===== src/mopc_pkg.sv =====
// Package for the operating-mode and port-configuration block.
// Assumes a single 250 MHz clock domain and an AHB-Lite register bus.
package mopc_pkg;
	// Register indices; the byte address is four times the index.
	localparam logic [3:0] IDX_P1_DIR = 4'h0;
	localparam logic [3:0] IDX_P2_DIR = 4'h1;
	localparam logic [3:0] IDX_P1_DATA = 4'h2;
	localparam logic [3:0] IDX_P2_DATA = 4'h3;
	localparam logic [3:0] IDX_P3_DIR = 4'h4;
	localparam logic [3:0] IDX_P4_DIR = 4'h5;
	localparam logic [3:0] IDX_P3_DATA = 4'h6;
	localparam logic [3:0] IDX_P4_DATA = 4'h7;
	localparam logic [3:0] IDX_MODE = 4'h8;
	localparam int IDX_LSB = 2;
	localparam int IDX_MSB = 5;
	// Port 2 data register field positions.
	localparam int P2_MODE_LSB = 5;
	localparam int P2_SWITCH_BIT = 5;
	// Widths.
	localparam int PORT_W = 8;
	localparam int PORT5_W = 5;
	// Reset values.
	localparam logic [7:0] DIR_RESET = 8'h00;
	localparam logic [7:0] DATA_RESET = 8'h00;
	localparam logic [2:0] MODE_RESET = 3'h7;
	// Address map constants.
	localparam logic [15:0] WIN_LO = 16'h0100;
	localparam logic [15:0] WIN_HI = 16'h01ff;
	localparam logic [15:0] RAM_LO = 16'h0080;
	localparam logic [15:0] RAM_HI = 16'h00ff;
	localparam logic [15:0] ROM_LO = 16'hf800;
	// E cycles for which mode 0 fetches the reset vector externally.
	localparam logic [1:0] EXT_VEC_E_CYCLES = 2'h2;
	// Operating modes.
	typedef enum logic [2:0] {
		MODE_MUX_TEST = 3'b000,
		MODE_MUX_RAM_ROM = 3'b001,
		MODE_MUX_RAM = 3'b010,
		MODE_MUX_NONE = 3'b011,
		MODE_SC_TEST = 3'b100,
		MODE_NMUX = 3'b101,
		MODE_MUX_PARTIAL = 3'b110,
		MODE_SC = 3'b111
	} mopc_mode_t;
	// One port's pin drive: level and enable per bit.
	typedef struct packed {
		logic [7:0] level;
		logic [7:0] enable;
	} mopc_drive_t;
	// Internal CPU bus cycle as seen by the mode logic.
	typedef struct packed {
		logic valid;
		logic write;
		logic [15:0] addr;
		logic [7:0] wdata;
	} mopc_cpu_t;
endpackage

===== src/mopc_mode_port.sv =====
// Operating-mode latch, memory-map decode and port pin configuration.
// Assumes all inputs synchronous to ref_clk, eClk a sampled bus-phase level.
// Contract
// - Eight modes set memory map, ports 3/4, control lines, vector location.
// - Only 18 pins change with mode; the other 22 are mode-independent.
// - Three 8-bit ports and one 5-bit port, 29 lines total.
// - Each port has data and write-only direction registers.
// - Direction clear makes input, set makes output from data register.
// - ROM-less variant supports only modes 2 and 3.
// - Modes 4,7 single-chip, 5 non-multiplexed, others multiplexed.
// - Single-chip: no external bus, all ports I/O plus two handshake lines.
// - Test mode: RAM at XX80-XXFF in every page, ROM removed.
// - Test mode fetches start address from RAM at XXFE/XXFF.
// - Test mode: writing port 2 data bit 5 enters mode 5, irreversible.
// - Mode 5: port 3 is data bus, port 4 starts as inputs.
// - Mode 5: port 4 lines with direction set output A0-A7.
// - Mode 5 maps a 256-byte external window at 100-1FF.
// - Page select asserts whenever address is within 100-1FF.
// - Strap levels latched at reset release, read in port 2 bits 7:5.
// - Mode 5: first control line is page select, second is read/write.
`timescale 1ns/1ps
`default_nettype none
module mopc_mode_port
	import mopc_pkg::*;
#(
	parameter bit ROMLESS_VARIANT = 1'b0
) (
	// Clock and reset.
	input wire logic ref_clk,
	input wire logic reset_n,
	// AHB-Lite slave.
	input wire logic hsel,
	input wire logic [31:0] haddr,
	input wire logic [1:0] htrans,
	input wire logic hwrite,
	input wire logic [2:0] hsize,
	input wire logic [31:0] hwdata,
	input wire logic hready,
	output logic hreadyout,
	output logic hresp,
	output logic [31:0] hrdata,
	// Internal CPU bus and bus-phase clock.
	input wire mopc_cpu_t cpuBus,
	input wire logic eClk,
	// Memory map outputs.
	output logic intRamSelect,
	output logic intRomSelect,
	output logic vectorsExternal,
	output logic vectorFromRam,
	output logic [2:0] currentMode,
	// Port pins.
	input wire logic [7:0] port1In,
	output mopc_drive_t port1Drive,
	input wire logic [4:0] port2In,
	output mopc_drive_t port2Drive,
	input wire logic [7:0] port3In,
	output mopc_drive_t port3Drive,
	input wire logic [7:0] port4In,
	output mopc_drive_t port4Drive,
	// Control lines.
	input wire logic controlLineOneIn,
	output logic controlLineOneOut,
	output logic controlLineOneOe,
	output logic controlLineTwoOut,
	output logic controlLineTwoOe
);
	logic [7:0] p1Dir_reg, p2Dir_reg, p3Dir_reg, p4Dir_reg;
	logic [7:0] p1Data_reg, p3Data_reg, p4Data_reg;
	logic [4:0] p2Data_reg;
	logic [2:0] mode_reg, strapMode;
	logic captured_reg;
	logic dataPhase_reg, dataWrite_reg, readWait_reg;
	logic [3:0] dataIdx_reg;
	logic [31:0] rdata_next;
	logic [1:0] eCount_reg;
	logic ePrev_reg;
	logic writeEn;
	logic singleChip, nonMux, inWindow, extAccess;
	logic [3:0] addrIdx;

	assign addrIdx = haddr[IDX_MSB:IDX_LSB];
	assign writeEn = dataPhase_reg & dataWrite_reg;
	assign hresp = 1'b0;
	// Reads take one wait state so a write just before is already stored.
	assign hreadyout = ~readWait_reg;

	// Address phase capture; a read stalls one cycle in its data phase.
	always_ff @(posedge ref_clk or negedge reset_n) begin
		if (!reset_n) begin
			dataPhase_reg <= 1'b0;
			dataWrite_reg <= 1'b0;
			dataIdx_reg <= 4'h0;
			readWait_reg <= 1'b0;
		end else if (hreadyout) begin
			dataPhase_reg <= hsel & htrans[1] & hready;
			dataWrite_reg <= hwrite;
			dataIdx_reg <= addrIdx;
			readWait_reg <= hsel & htrans[1] & hready & ~hwrite;
		end else begin
			readWait_reg <= 1'b0;
		end
	end

	// ROM-less variant keeps only modes 2 and 3, picked by the low strap bit.
	assign strapMode = ROMLESS_VARIANT ? {2'b01, port2In[0]} : port2In[2:0];

	// Mode capture on the first edge after reset release, then held except for the test-mode switch to mode 5.
	always_ff @(posedge ref_clk or negedge reset_n) begin
		if (!reset_n) begin
			mode_reg <= MODE_RESET;
			captured_reg <= 1'b0;
		end else if (!captured_reg) begin
			mode_reg <= strapMode;
			captured_reg <= 1'b1;
		end else if (writeEn && dataIdx_reg == IDX_P2_DATA && mode_reg == MODE_SC_TEST
				&& hwdata[P2_SWITCH_BIT]) begin
			mode_reg <= MODE_NMUX;
		end
		// No other path writes the mode, so it holds until reset.
	end

	// Port registers; direction registers are write-only.
	always_ff @(posedge ref_clk or negedge reset_n) begin
		if (!reset_n) begin
			p1Dir_reg <= DIR_RESET;
			p2Dir_reg <= DIR_RESET;
			p3Dir_reg <= DIR_RESET;
			p4Dir_reg <= DIR_RESET;
			p1Data_reg <= DATA_RESET;
			p2Data_reg <= DATA_RESET[4:0];
			p3Data_reg <= DATA_RESET;
			p4Data_reg <= DATA_RESET;
		end else if (writeEn) begin
			unique case (dataIdx_reg)
				IDX_P1_DIR: p1Dir_reg <= hwdata[7:0];
				IDX_P2_DIR: p2Dir_reg <= {3'h0, hwdata[4:0]};
				IDX_P3_DIR: p3Dir_reg <= hwdata[7:0];
				IDX_P4_DIR: p4Dir_reg <= hwdata[7:0];
				IDX_P1_DATA: p1Data_reg <= hwdata[7:0];
				IDX_P2_DATA: p2Data_reg <= hwdata[4:0];
				IDX_P3_DATA: p3Data_reg <= hwdata[7:0];
				IDX_P4_DATA: p4Data_reg <= hwdata[7:0];
				default: ;
			endcase
		end
	end

	// Read mux on the stalled index: output bits return latch, input bits return the pin.
	always_comb begin
		rdata_next = 32'h0;
		unique case (dataIdx_reg)
			IDX_P1_DATA: rdata_next[7:0] = (p1Dir_reg & p1Data_reg) | (~p1Dir_reg & port1In);
			IDX_P2_DATA: rdata_next[7:0] = {mode_reg, (p2Dir_reg[4:0] & p2Data_reg)
				| (~p2Dir_reg[4:0] & port2In)};
			IDX_P3_DATA: rdata_next[7:0] = (p3Dir_reg & p3Data_reg) | (~p3Dir_reg & port3In);
			IDX_P4_DATA: rdata_next[7:0] = (p4Dir_reg & p4Data_reg) | (~p4Dir_reg & port4In);
			IDX_MODE: rdata_next[2:0] = mode_reg;
			default: rdata_next = 32'h0; // Direction registers and unmapped read zero.
		endcase
	end

	// Read data is registered at the end of the stall, after a preceding write has landed.
	always_ff @(posedge ref_clk or negedge reset_n) begin
		if (!reset_n) begin
			hrdata <= 32'h0;
		end else if (readWait_reg) begin
			hrdata <= rdata_next;
		end
	end

	// Mode 0 vector stays external for two E rising edges after reset.
	always_ff @(posedge ref_clk or negedge reset_n) begin
		if (!reset_n) begin
			eCount_reg <= 2'h0;
			// Starting high means a high E at release is not taken for a rising edge.
			ePrev_reg <= 1'b1;
		end else begin
			ePrev_reg <= eClk;
			if (eClk && !ePrev_reg && eCount_reg != EXT_VEC_E_CYCLES) begin
				eCount_reg <= eCount_reg + 2'h1;
			end
		end
	end

	// Fundamental bus type of the current mode.
	assign singleChip = mode_reg == MODE_SC || mode_reg == MODE_SC_TEST;
	assign nonMux = mode_reg == MODE_NMUX;
	assign inWindow = cpuBus.valid && cpuBus.addr >= WIN_LO && cpuBus.addr <= WIN_HI;
	assign extAccess = nonMux ? inWindow : (!singleChip && cpuBus.valid && !intRamSelect && !intRomSelect);
	assign currentMode = mode_reg;

	// Memory map decode per mode.
	always_comb begin
		intRamSelect = 1'b0;
		intRomSelect = 1'b0;
		vectorsExternal = 1'b0;
		unique case (mode_reg)
			MODE_SC_TEST: begin
				intRamSelect = cpuBus.valid && cpuBus.addr[7];
			end
			MODE_MUX_NONE: begin
				vectorsExternal = 1'b1;
			end
			MODE_MUX_RAM: begin
				intRamSelect = cpuBus.valid && cpuBus.addr >= RAM_LO && cpuBus.addr <= RAM_HI;
				vectorsExternal = 1'b1;
			end
			MODE_MUX_RAM_ROM: begin
				intRamSelect = cpuBus.valid && cpuBus.addr >= RAM_LO && cpuBus.addr <= RAM_HI;
				intRomSelect = cpuBus.valid && cpuBus.addr >= ROM_LO;
				vectorsExternal = 1'b1;
			end
			MODE_MUX_TEST, MODE_NMUX, MODE_MUX_PARTIAL, MODE_SC: begin
				intRamSelect = cpuBus.valid && cpuBus.addr >= RAM_LO && cpuBus.addr <= RAM_HI;
				intRomSelect = cpuBus.valid && cpuBus.addr >= ROM_LO;
				vectorsExternal = mode_reg == MODE_MUX_TEST && eCount_reg != EXT_VEC_E_CYCLES;
			end
		endcase
	end
	// The reset vector at FFFE/FFFF lands in the paged RAM in test mode.
	assign vectorFromRam = mode_reg == MODE_SC_TEST;

	// Ports 1 and 2 are plain I/O in every mode.
	assign port1Drive = '{level: p1Data_reg, enable: p1Dir_reg};
	assign port2Drive = '{level: {3'h0, p2Data_reg}, enable: {3'h0, p2Dir_reg[4:0]}};

	// Port 3, port 4 and control lines follow the mode.
	always_comb begin
		port3Drive = '{level: p3Data_reg, enable: p3Dir_reg};
		port4Drive = '{level: p4Data_reg, enable: p4Dir_reg};
		controlLineOneOut = 1'b1;
		controlLineOneOe = 1'b0; // Input strobe in single-chip.
		controlLineTwoOut = 1'b1;
		controlLineTwoOe = 1'b1;
		if (singleChip) begin
			// Output strobe pulses low on a port 3 data write.
			controlLineTwoOut = ~(writeEn && dataIdx_reg == IDX_P3_DATA);
		end else if (nonMux) begin
			// Device drives data only on its own write while E is high.
			port3Drive = '{level: cpuBus.wdata, enable: {8{extAccess && cpuBus.write && eClk}}};
			port4Drive = '{level: (p4Dir_reg & cpuBus.addr[7:0]) | (~p4Dir_reg & p4Data_reg),
				enable: p4Dir_reg};
			controlLineOneOut = ~inWindow;
			controlLineOneOe = 1'b1;
			controlLineTwoOut = ~(cpuBus.valid && cpuBus.write);
		end else begin
			// Multiplexed: low address while E low, write data while E high.
			port3Drive = '{level: eClk ? cpuBus.wdata : cpuBus.addr[7:0],
				enable: {8{extAccess && (!eClk || cpuBus.write)}}};
			port4Drive = '{level: cpuBus.addr[15:8],
				enable: mode_reg == MODE_MUX_PARTIAL ? p4Dir_reg : 8'hff};
			controlLineOneOut = extAccess && !eClk;
			controlLineOneOe = 1'b1;
			controlLineTwoOut = ~(cpuBus.valid && cpuBus.write);
		end
	end

	// Strobe input and the unused bus bits are tied off here; nothing in this block observes them.
	logic unusedInputs;
	assign unusedInputs = &{controlLineOneIn, hsize, haddr[31:6], haddr[1:0], hwdata[31:8], 1'b0};
endmodule
`default_nettype wire


===== config.mk =====
export PLATFORM = sky130hd
export DESIGN_NAME = mopc_mode_port
export DESIGN_NICKNAME = d
export VERILOG_FILES = /design/src/mopc_pkg.sv /design/src/mopc_mode_port.sv
export SDC_FILE = /design/constraint.sdc
export NUM_CORES = 1
export LEC_CHECK = 0
export BUFFER_PORTS_ARGS = -buffer_cell sky130_fd_sc_hd__clkbuf_2
export CAP_MARGIN = 20
export CORE_AREA = 2 2 107 109
export DETAILED_ROUTE_END_ITERATION = 10
export DIE_AREA = 0 0 109 111
export PLACE_DENSITY_LB_ADDON = 0.2
export SYNTH_ARGS = -nofsm -noshare
export SYNTH_HDL_FRONTEND = slang
export SYNTH_SLANG_ARGS = --single-unit

===== constraint.sdc =====
create_clock -name ref_clk -period 2.1 [get_ports ref_clk]
set_clock_uncertainty 0.1 [all_clocks]
set_input_delay 0.21 -clock ref_clk [delete_from_list [all_inputs] [get_ports ref_clk]]
set_output_delay 0.21 -clock ref_clk [all_outputs]
set_load 0.02 [all_outputs]

# Yosys cells after proc, flatten, opt, wreduce, memory -nomap -nowiden

Index checks and enable logic that the tools add are counted.

Output and inout bits: 109
Bits in registers: 80
ROM bits: 0
Bits of input ports: 131
Bits in writable memories: 0
Bits in latches: 0
Memories kept: 0
Word-level logic and storage cells: 129

Muxes and demuxes: 19
Magnitude comparators: 5
Divide/modulo/power cells: 0
Multipliers: 0
Shift operators: 0
Equal/unequal tests: 17
Add/sub/neg operators: 1
Reductions and logical operators: 42
Bitwise gates (word level): 28

Operator list:

| kind                 | number |
|---|---|
| $and 8x8->8          | 8 |
| $mux 16              | 4 |
| $or 8x8->8           | 4 |
| $not 8->8            | 3 |
| $logic_and 1x1->1    | 21 |
| $pmux 5 s4           | 1 |
| $eq 4x3->1 const B   | 4 |
| $ge 16x16->1 const B | 1 |
| $ge 16x8->1 const B  | 1 |
| $ge 16x9->1 const B  | 1 |
| $le 16x8->1 const B  | 1 |
| $le 16x9->1 const B  | 1 |
| $mux 8               | 2 |
| $reduce_and 2->1     | 8 |
| $pmux 3 s5           | 1 |
| $eq 3x3->1 const B   | 4 |
| $and 5x5->5          | 2 |
| $eq 4x2->1 const B   | 2 |
| $mux 1               | 7 |
| $eq 3x2->1 const B   | 2 |
| $mux 3               | 2 |
| $reduce_or 6->1      | 1 |
| $logic_not 1->1      | 5 |
| $not 1->1            | 5 |
| other kinds (16)     | 21 |

# Logic depth before layout (Yosys ltp)

Depth after elaboration: 12
Depth in mapped cells: 9
Mapped depth without buffers: 6

# Worst setup path before layout

No wires, ideal clock.

Kind: register to output
Start point: register mode_reg[2], in the netlist currentMode[2]
End point: output port3Drive[0] (netlist name)
Slack: -129 ps
Arrival: 1919 ps
Buffers on the path: 1
Required time: 1790 ps
Stages on the path, launching flop included: 7
Cells stage by stage: dfstp_2 -> buf_4 -> nor3b_4 -> a21oi_1 -> or3_4 -> a21oi_4 -> o21ai_1

RTL lines:

| item                     | RTL line              | RTL |
|---|---|---|
| start: declaration       | mopc_mode_port.sv:70  | `logic [2:0] mode_reg, strapMode;` |
| start signal: assignment | mopc_mode_port.sv:113 | `mode_reg <= strapMode;` |
| end: declaration         | mopc_mode_port.sv:57  | `output mopc_drive_t port3Drive,` |

==> results.md <==
- Most frequent cells after synthesis: 76 x dfrtp_1, 64 x mux2_2, 37 x mux2i_1
- Slowest CP cell: dfstp_2
- Main synth FF type: dfrtp_1
- Worst path arrival time: 2.13 ns
- Largest net degree at the start of global routing: 56
- Clock Path Buffers: 2
- # setup viols final: 27
- Area of the multi-input gates: 2410 µm²
- Register area share after synthesis: 44.4%
- Final #Nets: 749
- Io pins: 240
- Drt wl/cell: 18.3 µm
- Worst-path cell chain: nor3b_4 > a21oi_1 > or3_4 > a21oi_4 > buf_12 > o21ai_2 > clkbuf_8
- Global placer's final weighted congestion: 0.841
- Rows: 39
- Clock Pin Slew Worst Setup and Hold Paths: 0.06 ns
- Final WL: 14000 µm
- Least-Margin Pin Slew: 0.511 ns
- Vias: 3920
- CTS tree: built
- Crit path kind: flip-flop to output port
- Async SR Flop Fraction: 100%
- Max cap viols: 0
- Min cycle time layout: 2.44 ns
- Place WS: -0.0773 ns
- Antenna cell count: 0
- Clock root cell: clkbuf_16
- Ranking of synthesized cells by area: dfrtp_1 42%, mux2_2 16%, mux2i_1 8.2%, buf_4 5.8%, nand2_1 3.0%
- # clock sinks: 80
- Synth Instances: 427
- Reg area: 2010 µm²
- Setup crit start kind: flip-flop
- Mean Syn Cell Area: 10.6 µm²
- FILL cells: 1001
- Count of input and output buffers: 150
- Drt initial violations: 268
- Yosys top cell area share: 42.1%
- Synth Warn #: 0
- Total gr overflow: 0
- Hold_sp: haddr[2]
- Vias in the first global route: 3980
- Most Crowded Layer GR: met2
- Element type at the critical path end: output port
- Area Growth Syn to Fin: 38.2%
- Crit-path max cell delay: 0.57 ns
- Routed Antenna Nets: 0
- Max_slew headroom: 65.1%
- Worst EP required: 1.79 ns
- Global-route wire length before repair: 21900 µm
- Gr usage total: 24.3%
- Die Ht: 111 µm
- DP Cell Count: 737
- Fin util: 56.4%
- VDD IR-drop max: 0.000582 V
- Setup tns final: -6.17 ns
- Initial antenna violation count: 0
- Design area: 6240 µm²
- Core ar.: 11100 µm²
- Drt via density: 5.12
- Worst-path maximum fanout: 5
- Cell taking the most area after synthesis: dfrtp_1
- GR Util met2: 39.2%
- Flops & latches, synth: 80
- Synth Cell Area: 4520 µm²
- Non-filler cells in the finished layout: 765
- Final Cycle Share: 116%
- Dpl hpwl: 10500 µm
- Htree depth: 3
- Fmax: 410 MHz
- Clk_lat worst skew: 0.34 ns
- Chip width: 109 µm
- Most common cell in the netlist: dfrtp_1
- RR Startpoint: dataIdx_reg[3]
- Pleak: 3.08 nW
- Final worst slack: -0.341 ns
- Unique cell type count in the Yosys netlist: 47
- # DRC: 0
- M1 GR Usage: 32.6%
- Drt pass-1 iters: 4
- Fraction of layout cells with a size suffix above 1: 50.0%
- Fin. Hold Viols: 0
- Crit path from: currentMode[2]
- Failing checks: setup timing
- Die footprint: 12100 µm²
- Pwr Density: 806 nW/µm²
- TritonCTS buffer count: 9
- Min-Delay Path Class: primary input to flip-flop
- Post-DP Area: 5550 µm²
- Unrepaired setup endpoints after global routing: true
- Max-slew violations: 0
- Initial core utilization: 40.8%
- Post-synth EDFFs: 0
- Outcome: finished with violations
- Grt met3 use: 5.64%
==> worst max-delay path: cells and delay by family, from the launching register on <==
family,cells,cell delay [ns]
simple gates,2,0.57
compound gates,3,0.33
flops,1,0.57
buf+inv,2,0.33
==> metrics by stage <==
| step | total power, mW | hold slack [ns] |
|---|---|---|
| floorplan | 2.80 | -0.186 |
| global route | 5.29 | 0.0114 |
| global placement | 3.28 | 0.0369 |
| CTS | 5.03 | 0.00411 |
| finish | 5.03 | 0.00759 |
| detailed placement | 3.31 | 0.0407 |
==> final timing paths <==
path / end / slack, ns / cells past startpoint
worst min register to register: eCount_reg[0] / 0.37 / 1
worst max-delay path: port3Drive[7] / -0.34 / 7
worst max register to register: hrdata[1] / 0.20 / 6
min in group asynchronous: p2Data_reg[0] / 0.22 / 2
max in group asynchronous: dataPhase_reg / 1.06 / 3
worst min-delay path: dataIdx_reg[0] / 0.008 / 2
==> cell usage in the layout, fill, tap and decap left out, types with 2 or more instances in the layout <==
cell | synthesis | final
clkbuf_16 | 0 | 9
nand2_1 | 36 | 35
mux2i_1 | 37 | 35
o21ai_4 | 0 | 2
nand2b_1 | 10 | 8
clkbuf_8 | 0 | 9
buf_12 | 0 | 5
a21oi_1 | 13 | 10
o22ai_1 | 11 | 11
o21ai_1 | 11 | 17
and3_4 | 0 | 3
nand4_1 | 2 | 2
nand2b_4 | 0 | 2
buf_4 | 35 | 44
dfstp_2 | 4 | 4
mux2_2 | 64 | 64
conb_1 | 2 | 33
nor2_1 | 25 | 25
buf_6 | 1 | 6
buf_2 | 5 | 4
clkbuf_2 | 1 | 124
o221ai_1 | 2 | 2
nor3_1 | 8 | 8
and3_1 | 13 | 10
a21oi_2 | 0 | 3
nor2b_1 | 3 | 2
o21ai_0 | 24 | 6
nand3_1 | 7 | 7
clkinv_2 | 0 | 2
nor3b_4 | 2 | 2
a2111oi_0 | 4 | 4
dlygate4sd3_1 | 0 | 4
inv_1 | 3 | 3
o21ai_2 | 1 | 11
dfrtp_1 | 76 | 76
==> area by class of cell <==
class	instances	share of cell area, %
multi-input combinational	324	38.6
clock inverter	5	0.902
tap	143	2.87
timing repair buffer	197	21.3
sequential	80	32.2
clock buffer	11	3.89
inverter	5	0.301
==> repair_timing <==
item	in CTS	in global routing
gates cloned	2	0
hold buffers	4	0
setup endpoints to repair	27	27
endpoints found under the hold margin	28	0
setup buffers	4	2
pin swaps	5	4
gates resized for setup	53	38
==> per-layer routing <==
| layer | routed length, µm | vias to the layer above |
|---|---|---|
| li1 | - | 1843 |
| met1 | 6060 | 1905 |
| met2 | 6730 | 156 |
| met3 | 1020 | 16 |
| met4 | 201 | 0 |
| met5 | 0 | - |
==> cells by family (layout without fill, tap and decap cells) <==
family,count (synthesis),count (layout),share of synthesized area (%)
mux,102,102,24.4
fa+ha+maj,1,1,0.277
simple gates,116,116,13.6
flops,80,80,44.4
xor+xnor,1,1,0.194
other cells,2,33,0.166
buf+inv,54,218,7.73
compound gates,71,71,9.22
==> power by group <==
group	switching (mW)	total (mW)	internal, mW
clock	0.623	1.57	0.951
combinational	0.843	1.51	0.672
sequential	0.187	1.94	1.75
No activity file was read; power rests on OpenSTA's default activity.
